**src/logic/cbf_consts.svh**
```systemverilog
// register offsets, field positions, reset values and opcodes
`ifndef CBF_CONSTS_SVH
`define CBF_CONSTS_SVH
`define CBF_REG_CTRL 8'h00
`define CBF_REG_STATUS 8'h04
`define CBF_REG_CTX_BASE 8'h08
`define CBF_REG_CTX_LINES 8'h0C
`define CBF_REG_RING_BASE 8'h10
`define CBF_REG_RING_SIZE 8'h14
`define CBF_REG_RING_TAIL 8'h18
`define CBF_REG_RING_HEAD 8'h1C
`define CBF_REG_FUNC_ID 8'h20
`define CBF_REG_CMD_COUNT 8'h24
`define CBF_CTRL_GO_BIT 0
`define CBF_ENABLE_BIT 0
`define CBF_RING_MAX 22'h200000
`define CBF_ENG_OFS 32'h00000040
`define CBF_RCTX_WORDS 4'h3
`define CBF_LINE_LAST 4'hF
`define CBF_CLIENT_MI 3'h0
`define CBF_MI_MULTI_OP 5'h10
`define CBF_MI_OP_TERM 5'h0A
`define CBF_MI_OP_LAUNCH 5'h11
`define CBF_SRC_RING 2'h0
`define CBF_SRC_BATCH 2'h1
`define CBF_SRC_HOOK 2'h2
`define CBF_RST_FUNC_ID 8'h00
`endif

```
**src/logic/cbf_pkg.sv**
```systemverilog
// state types of the command fetch front end
package cbf_pkg;
  typedef enum logic [2:0] {
    ST_IDLE, ST_RCTX, ST_ENG, ST_HOOK, ST_BATCH, ST_RING
  } cbf_state_e;
  typedef struct packed {
    cbf_state_e st;
    logic waitreq;
    logic [31:0] rdata;
    logic [31:0] ctx_base;
    logic [15:0] ctx_lines;
    logic [31:0] ring_base;
    logic [21:0] ring_size;
    logic [20:0] ring_tail;
    logic [20:0] head;
    logic [7:0] func_id;
    logic mem_req;
    logic [31:0] mem_addr;
    logic mem_global;
    logic [3:0] cnt;
    logic [15:0] line;
    logic [31:0] hook_ptr;
    logic [15:0] hook_size;
    logic [15:0] hook_off;
    logic [31:0] post_ptr;
    logic hook_done;
    logic [31:0] ptr;
    logic [31:0] buf_end;
    logic [15:0] rem;
    logic launch_arm;
    logic launch_pend;
    logic [31:0] batch_addr;
    logic cmd_valid;
    logic cmd_first;
    logic [2:0] cmd_client;
    logic [1:0] cmd_src;
    logic [31:0] cmd_data;
    logic rst_valid;
    logic [19:0] rst_index;
    logic [31:0] rst_data;
    logic [31:0] cmd_count;
  } cbf_regs_s;
endpackage

```
**src/logic/cbf_top.sv**
```systemverilog
// command fetch front end with context restore hooks
//
// How it works
// - a ring is at most 2MB long; ring size logic covers that.
// - a buffer end address names its last valid QWord.
// - batch fetch addresses span the full 4GB space.
// - workaround sequences run during restore, before any ring command.
// - enabled hook pauses restore at a cacheline, runs its buffer, resumes.
// - hook address from hook pointer, size from hook size, pause from hook offset.
// - hook values come from ring context; offset lies in ring part too.
// - hook and post batch fetch through the global translation space.
// - each context carries its own hook settings in its image.
// - enabled post batch starts after all restore commands completed.
// - post batch ends on a batch terminate command.
// - post batch skipped when its restored pointer disables it.
// - first DWord is the header; its client field routes the command.
// - commands are whole DWords; length implied or from header field.
// - memory interface header type 000 in 31:29, opcode in 28:24.
//
// The implementer's own choices: the placing of the registers and the Avalon-MM register port.
`include "cbf_consts.svh"

module cbf_top (
  input wire logic clk,
  input wire logic sys_rst,
  input wire logic [7:0] avs_address,
  input wire logic avs_read,
  input wire logic avs_write,
  input wire logic [31:0] avs_writedata,
  input wire logic [3:0] avs_byteenable,
  output logic [31:0] avs_readdata,
  output logic avs_waitrequest,
  output logic mem_read,
  output logic [31:0] mem_address,
  output logic mem_global,
  output logic [7:0] mem_function,
  input wire logic mem_ack,
  input wire logic [31:0] mem_rdata,
  output logic cmd_valid,
  output logic cmd_first,
  output logic [2:0] cmd_client,
  output logic [1:0] cmd_source,
  output logic [31:0] cmd_data,
  output logic restore_valid,
  output logic [19:0] restore_index,
  output logic [31:0] restore_data
);

  cbf_pkg::cbf_regs_s r;
  cbf_pkg::cbf_regs_s next_r;

  // ----------------------------------------------------------------
  // decoding helpers
  // ----------------------------------------------------------------
  function automatic logic [31:0] be_merge(input logic [31:0] old,
                                           input logic [31:0] wd,
                                           input logic [3:0] be);
    logic [31:0] m;
    m = {{8{be[3]}}, {8{be[2]}}, {8{be[1]}}, {8{be[0]}}};
    be_merge = (old & ~m) | (wd & m);
  endfunction

  function automatic logic is_mi_op(input logic [31:0] h,
                                    input logic [4:0] op);
    is_mi_op = (h[31:29] == `CBF_CLIENT_MI) && (h[28:24] == op);
  endfunction

  // DWords that follow the header
  function automatic logic [15:0] cmd_len(input logic [31:0] h);
    cmd_len = 16'h0000;
    case (h[31:29])
      3'h0: begin
        if (h[28:24] >= `CBF_MI_MULTI_OP) begin
          cmd_len = {10'h000, h[5:0]} + 16'h0001;
        end
      end
      3'h1, 3'h2: cmd_len = h[15:0] + 16'h0001;
      3'h3: cmd_len = {8'h00, h[7:0]} + 16'h0001;
      default: cmd_len = 16'h0000;
    endcase
  endfunction

  logic hook_en;
  logic post_en;
  logic av_req;
  logic av_wr;
  logic [31:0] cur;
  logic [31:0] cap;
  logic [21:0] head_inc;

  assign hook_en = r.hook_ptr[`CBF_ENABLE_BIT] && (r.hook_size != 16'h0000);
  assign post_en = r.post_ptr[`CBF_ENABLE_BIT];
  assign av_req = (avs_read || avs_write) && r.waitreq;
  assign av_wr = avs_write && !r.waitreq;
  assign cur = r.rdata;

  // ----------------------------------------------------------------
  // next state
  // ----------------------------------------------------------------
  always_comb begin
    cap = 32'h00000000;
    head_inc = 22'h000000;
    next_r = r;
    next_r.cmd_valid = 1'b0;
    next_r.rst_valid = 1'b0;
    // one wait cycle per access, then the answer
    next_r.waitreq = !av_req;
    if (av_req) begin
      case (avs_address)
        `CBF_REG_STATUS: next_r.rdata = {26'h0, r.hook_done,
                                         r.st != cbf_pkg::ST_IDLE,
                                         1'b0, r.st};
        `CBF_REG_CTX_BASE: next_r.rdata = r.ctx_base;
        `CBF_REG_CTX_LINES: next_r.rdata = {16'h0000, r.ctx_lines};
        `CBF_REG_RING_BASE: next_r.rdata = r.ring_base;
        `CBF_REG_RING_SIZE: next_r.rdata = {10'h000, r.ring_size};
        `CBF_REG_RING_TAIL: next_r.rdata = {11'h000, r.ring_tail};
        `CBF_REG_RING_HEAD: next_r.rdata = {11'h000, r.head};
        `CBF_REG_FUNC_ID: next_r.rdata = {24'h000000, r.func_id};
        `CBF_REG_CMD_COUNT: next_r.rdata = r.cmd_count;
        default: next_r.rdata = 32'h00000000;
      endcase
    end
    if (av_wr) begin
      case (avs_address)
        `CBF_REG_CTRL: begin
          if (avs_byteenable[0] && avs_writedata[`CBF_CTRL_GO_BIT] &&
              !r.mem_req && r.rem == 16'h0000 &&
              (r.st == cbf_pkg::ST_IDLE || (r.st == cbf_pkg::ST_RING &&
               r.head == r.ring_tail))) begin
            // new context: its own hook values are reloaded
            next_r.st = cbf_pkg::ST_RCTX;
            next_r.cnt = 4'h0;
            next_r.line = 16'h0000;
            next_r.hook_done = 1'b0;
          end
        end
        `CBF_REG_CTX_BASE: begin
          next_r.ctx_base = be_merge(r.ctx_base, avs_writedata,
                                     avs_byteenable);
          next_r.ctx_base[5:0] = 6'h00;
        end
        `CBF_REG_CTX_LINES: next_r.ctx_lines = 16'(be_merge(
          {16'h0000, r.ctx_lines}, avs_writedata, avs_byteenable));
        `CBF_REG_RING_BASE: begin
          next_r.ring_base = be_merge(r.ring_base, avs_writedata,
                                      avs_byteenable);
          next_r.ring_base[11:0] = 12'h000;
          next_r.head = 21'h000000;
        end
        `CBF_REG_RING_SIZE: begin
          next_r.ring_size = 22'(be_merge({10'h000, r.ring_size},
                                          avs_writedata, avs_byteenable));
          if (next_r.ring_size > `CBF_RING_MAX) begin
            next_r.ring_size = `CBF_RING_MAX;
          end
          next_r.ring_size[1:0] = 2'h0;
        end
        `CBF_REG_RING_TAIL: begin
          next_r.ring_tail = 21'(be_merge({11'h000, r.ring_tail},
                                          avs_writedata, avs_byteenable));
          next_r.ring_tail[2:0] = 3'h0;
        end
        `CBF_REG_FUNC_ID: next_r.func_id = 8'(be_merge({24'h0, r.func_id},
                                          avs_writedata, avs_byteenable));
        default: begin
        end
      endcase
    end

    if (r.mem_req && mem_ack) begin
      next_r.mem_req = 1'b0;
      case (r.st)
        cbf_pkg::ST_RCTX: begin
          // hook values sit in the ring part, ahead of the engine part
          case (r.cnt[1:0])
            2'h0: next_r.hook_ptr = mem_rdata;
            2'h1: next_r.hook_size = mem_rdata[15:0];
            2'h2: next_r.hook_off = mem_rdata[15:0];
            default: next_r.post_ptr = mem_rdata;
          endcase
          next_r.cnt = r.cnt + 4'h1;
          if (r.cnt == `CBF_RCTX_WORDS) begin
            next_r.st = cbf_pkg::ST_ENG;
            next_r.cnt = 4'h0;
          end
        end
        cbf_pkg::ST_ENG: begin
          next_r.rst_valid = 1'b1;
          next_r.rst_data = mem_rdata;
          next_r.rst_index = {r.line, r.cnt};
          next_r.cnt = r.cnt + 4'h1;
          if (r.cnt == `CBF_LINE_LAST) begin
            next_r.line = r.line + 16'h0001;
          end
        end
        default: begin
          next_r.cmd_valid = 1'b1;
          next_r.cmd_data = mem_rdata;
          next_r.cmd_first = (r.rem == 16'h0000);
          next_r.cmd_count = r.cmd_count + 32'h00000001;
          next_r.cmd_src = (r.st == cbf_pkg::ST_RING) ? `CBF_SRC_RING :
                           (r.st == cbf_pkg::ST_HOOK) ? `CBF_SRC_HOOK :
                           `CBF_SRC_BATCH;
          next_r.ptr = r.ptr + 32'h00000004;
          if (r.st == cbf_pkg::ST_RING) begin
            head_inc = {1'b0, r.head} + 22'h000004;
            next_r.head = (head_inc >= r.ring_size) ? 21'h000000 :
                          head_inc[20:0];
          end
          if (r.rem == 16'h0000) begin
            next_r.rem = cmd_len(mem_rdata);
            next_r.cmd_client = mem_rdata[31:29];
            // nested batches are not followed
            if (is_mi_op(mem_rdata, `CBF_MI_OP_LAUNCH) &&
                r.st == cbf_pkg::ST_RING) begin
              next_r.launch_arm = 1'b1;
              next_r.launch_pend = 1'b1;
            end
            if (is_mi_op(mem_rdata, `CBF_MI_OP_TERM)) begin
              if (r.st == cbf_pkg::ST_BATCH) begin
                next_r.st = cbf_pkg::ST_RING;
              end else if (r.st == cbf_pkg::ST_HOOK) begin
                next_r.st = cbf_pkg::ST_ENG;
                next_r.hook_done = 1'b1;
              end
            end
          end else begin
            next_r.rem = r.rem - 16'h0001;
            cap = r.batch_addr;
            if (r.launch_arm) begin
              cap = {mem_rdata[31:3], 3'h0};
              next_r.batch_addr = cap;
              next_r.launch_arm = 1'b0;
            end
            if (r.rem == 16'h0001 && r.launch_pend) begin
              next_r.launch_pend = 1'b0;
              next_r.st = cbf_pkg::ST_BATCH;
              next_r.ptr = cap;
            end
          end
          // last DWord of the last valid QWord closes the hook
          if (r.st == cbf_pkg::ST_HOOK &&
              r.ptr == r.buf_end + 32'h00000004) begin
            next_r.st = cbf_pkg::ST_ENG;
            next_r.hook_done = 1'b1;
            next_r.rem = 16'h0000;
          end
        end
      endcase
    end else if (!r.mem_req) begin
      next_r.mem_global = 1'b0;
      case (r.st)
        cbf_pkg::ST_RCTX: begin
          next_r.mem_req = 1'b1;
          next_r.mem_addr = r.ctx_base + {26'h0, r.cnt, 2'h0};
        end
        cbf_pkg::ST_ENG: begin
          if (r.cnt == 4'h0 && hook_en && !r.hook_done &&
              r.line == r.hook_off) begin
            next_r.st = cbf_pkg::ST_HOOK;
            next_r.ptr = {r.hook_ptr[31:6], 6'h00};
            next_r.buf_end = {r.hook_ptr[31:6], 6'h00} +
                             {10'h000, r.hook_size, 6'h00} - 32'h00000008;
          end else if (r.cnt == 4'h0 && r.line == r.ctx_lines) begin
            if (post_en) begin
              next_r.st = cbf_pkg::ST_BATCH;
              next_r.ptr = {r.post_ptr[31:3], 3'h0};
            end else begin
              next_r.st = cbf_pkg::ST_RING;
            end
          end else begin
            next_r.mem_req = 1'b1;
            next_r.mem_addr = r.ctx_base + `CBF_ENG_OFS +
                              {10'h000, r.line, 6'h00} + {26'h0, r.cnt, 2'h0};
          end
        end
        cbf_pkg::ST_HOOK, cbf_pkg::ST_BATCH: begin
          next_r.mem_req = 1'b1;
          next_r.mem_addr = r.ptr;
          next_r.mem_global = 1'b1;
        end
        cbf_pkg::ST_RING: begin
          // ring commands only once restore is over
          if (r.head != r.ring_tail) begin
            next_r.mem_req = 1'b1;
            next_r.mem_addr = r.ring_base + {11'h000, r.head};
          end
        end
        default: begin
        end
      endcase
    end
  end

  // ----------------------------------------------------------------
  // state register
  // ----------------------------------------------------------------
  always_ff @(posedge clk) begin
    if (sys_rst) begin
      r <= '0;
      r.st <= cbf_pkg::ST_IDLE;
      r.waitreq <= 1'b1;
      r.func_id <= `CBF_RST_FUNC_ID;
    end else begin
      r <= next_r;
    end
  end

  assign avs_readdata = cur;
  assign avs_waitrequest = r.waitreq;
  assign mem_read = r.mem_req;
  assign mem_address = r.mem_addr;
  assign mem_global = r.mem_global;
  assign mem_function = r.func_id;
  assign cmd_valid = r.cmd_valid;
  assign cmd_first = r.cmd_first;
  assign cmd_client = r.cmd_client;
  assign cmd_source = r.cmd_src;
  assign cmd_data = r.cmd_data;
  assign restore_valid = r.rst_valid;
  assign restore_index = r.rst_index;
  assign restore_data = r.rst_data;
endmodule

```
**config.mk**
```make
export PLATFORM = sky130hd
export DESIGN_NAME = cbf_top
export DESIGN_NICKNAME = d
export VERILOG_FILES = /design/src/logic/cbf_pkg.sv /design/src/logic/cbf_top.sv
export VERILOG_INCLUDE_DIRS = /design/src /design/src/logic
export SDC_FILE = /design/constraint.sdc
export NUM_CORES = 2
export LEC_CHECK = 0
export BUFFER_PORTS_ARGS = -buffer_cell sky130_fd_sc_hd__buf_4
export CORE_AREA = 2 2 263 265
export CTS_CLUSTER_SIZE = 28
export DETAILED_ROUTE_END_ITERATION = 8
export DIE_AREA = 0 0 265 267
export REMOVE_ABC_BUFFERS = 1
export SETUP_SLACK_MARGIN = 0.2
export SYNTH_ARGS = -nofsm -noshare
export SYNTH_HDL_FRONTEND = slang
export SYNTH_SLANG_ARGS = --single-unit
export TNS_END_PERCENT = 100
```
**constraint.sdc**
```tcl
create_clock -name clk -period 4.2 [get_ports clk]
set_input_delay 0.63 -clock clk [delete_from_list [all_inputs] [get_ports clk]]
set_output_delay 0.63 -clock clk [all_outputs]
set_load 0.05 [all_outputs]
```
==> results.yml <==
cells_and_area:
  antenna_cells: 0
  layout.nets: 4039
  drive_gt1_share_pct: 12.6
  fill_cells: 6738
  syn_to_final_growth_pct: 12.1
  fin_util_pct: 50.1
pwr:
  finalPower_uw: 11700
  p_per_area_nw_per_um2: 344
  leakage_uw: 0.0131
  peakVddDrop_uv: 289
status:
  status: "completed"
sta:
  fin_crit_ps: 3700
  max_freq_mhz: 270
  skew_ps: 13.4
  tightest_slew_ps: 1170
  finalCritPeriodShare_pct: 88.0
  final-setup-viol-count: 0
  tns_ps: 0
  final-hold-violation-count: 0
  rsz0062_at_grt: "yes"
  slew_viol_final: 0
  relSlewSlack_pct: 21.8
synthesis:
  yosysSeqAreaShare_pct: 35.7
  synth_edf_count: 0
  synth_commonest_cells: "nand2_1, dfxtp_1, a21oi_1"
  synthCells: 3898
  synth.top_cell.area_share_pct: 35.7
  yosysTopAreaCell: "dfxtp_1"
  yosysWarnings: 0
  synthTopCellsByArea: "dfxtp_1, nand2_1, a21oi_1"
  synth_most_common_cell: "nand2_1"
  netlist_area_sq_um: 30400
  synth_cell_type_count: 87
  syn_avg_cell_area_sq_um: 7.79
  synth_seq_cells: 542
  yosys_most_used_dff: "dfxtp_1"
  synthArstFlopShare_pct: 0
global_routing:
  grt_max_degree: 174
  use_met1_pct: 39.7
  grt_use_total_pct: 29.0
  grt.overflow.total: 0
  grt.busiest_layer: "met2"
  grt_pass1_vias: 26337
  grtUsageMet2_pct: 46.7
  use_met3_pct: 3.31
  antenna_found_initial: 1
  grt_pass1_wl_um: 161000
critical_path:
  arrival_ps: 4280
  crit_type: "reg -> reg"
  endpoint: "r[403]"
  cpMaxStageDelayCell: "o311ai_0"
  cpPeakStageDelay_ps: 370
  path_max_fanout: 33
  startpoint_type: "flip-flop"
  r2r-start: "r[400]"
  r2r-end: "r[403]"
  reg2regPathDepth: 16
  cp.required_ps: 4780
  path_cells: "ha_1 -> and3_1 -> and3_2 -> nand4_1 -> buf_4 -> nor3_1 -> xnor2_1 -> inv_1 -> ha_1 -> nand4_1 -> nor2_1 -> a2111oi_1 -> o211ai_1 -> buf_4 -> o311ai_0 -> o211a_1"
  worst_setup_path_end_kind: "flip-flop"
  worstSetupStartpoint: "r[400]"
  reg2reg_slack_ps: 500
drt:
  routed_wl_um: 105000
  post_drt_wl_per_cell_um: 22.1
  initialDrtViolationCount: 3031
  firstDrtPassIters: 9
  drc: 0
  routed_via_density: 5.91
  vias: 28251
  ant_nets: 0
clock_tree:
  clk_latency_ps: 640
  cts_made_buffers: 61
  ctsLongestPathBuffers: 3
  cts_tree: "yes"
  cts.sinks: 542
  path_clk_slew_ps: 60
  clockRootBuffer: "clkbuf_16"
  h-tree-depth: 2
run:
  drv_cap: 0
die:
  ios: 248
  num_rows: 96
  die_x_um: 265
  core_sq_um: 68000
  die_y_um: 267
  fp.dieArea_sq_um: 70800
  start_util_pct: 44.7
placement:
  gp_congestion: 0.933
  dpl.hpwl_um: 75200
  io_buffers: 247
hold_path:
  hp-class: "in -> reg"
-- how the worst min path moves through the flow --
stage	endpoint	from	slack (ps)	depth (start not counted)
after global routing	flip-flop	avs_writedata[27]	240	3
after CTS	flip-flop	avs_writedata[28]	200	3
final	flip-flop	avs_writedata[28]	240	3
after global placement	r[141]	r[141]	440	2
after detailed placement	r[207]	r[125]	440	2
after floorplan	r[206]	r[124]	430	2
-- per-layer routing --
| metal | vias to the layer above | part of all wire, % | wire, um |
|---|---|---|---|
| met1 | 13455 | 44 | 46400 |
| met2 | 1076 | 45 | 47900 |
| met5 | - | 0.010 | 11 |
| met3 | 173 | 6.8 | 7170 |
| li1 | 13545 | - | - |
| met4 | 2 | 3.8 | 3970 |
-- critical path, delay by kind of cell, from the launching register on --
kind / cells / cell delay [ps]
compound gates: 4 / 1050
buf+inv: 3 / 540
xor+xnor: 1 / 170
fa+ha+maj: 2 / 490
flops: 1 / 330
simple gates: 6 / 1050
-- cells in the final DEF (no fill, tap or decap), types with 42 or more instances in the layout --
cell type and instances:
nand2_1 621, dfxtp_1 541, a21oi_1 409, buf_4 335, nor2_1 243, nand3_1 151
o21ai_0 141, inv_1 127, ha_1 112, xor2_1 100, xnor2_1 90, nor3_1 79
mux2i_1 68, clkbuf_16 61, a31oi_1 56, and3_1 52, a22oi_1 48, a222oi_1 46
nor4_1 42
-- logic make-up after synthesis --
group	Yosys count	synth area share, %
AO/OA/AOI/OAI	1009	21.2
AND/OR/NAND/NOR	1382	21.0
multiplexers	74	2.46
XOR/XNOR	190	5.48
buffers and inverters	586	9.31
adder cells (fa/ha/maj)	115	4.81
flip-flops	542	35.7
-- report_power, final --
group	leakage, uW	switching [uW]	internal (uW)
sequential	0.00437	15.6	5160
combinational	0.00765	364	134
clock	0.00111	2340	3680
total	0.0131	2720	8980
-- cell type report --
cell class	instances	area, sq um	share of cell area [%]
inverters	130	488	1.43
repair buffers	338	2570	7.55
multi-input cells	2770	16800	49.2
flip-flops and latches	542	10900	31.9
clock buffers	87	1770	5.21
well taps	882	1100	3.24
clock inverters	28	487	1.43
-- per-stage QoR --
step	hold slack (ps)	cells	area (sq um)	worst slack, ps
6_report	240	4777	34000	503
5_1_grt	242	4777	34000	120
4_1_cts	204	4774	34000	220
3_5_place_dp	444	4659	31700	209
3_3_place_gp	439	4659	31700	270
2_1_floorplan	426	3442	28000	-1980
-- what timing repair did --
action	in CTS	in global routing
hold buffers	0	0
endpoints found under the setup margin	6	21
setup buffers	0	3
resized for setup	1	4
gates cloned	0	0
pin swaps	0	2
(Power assumes the default switching activity.)
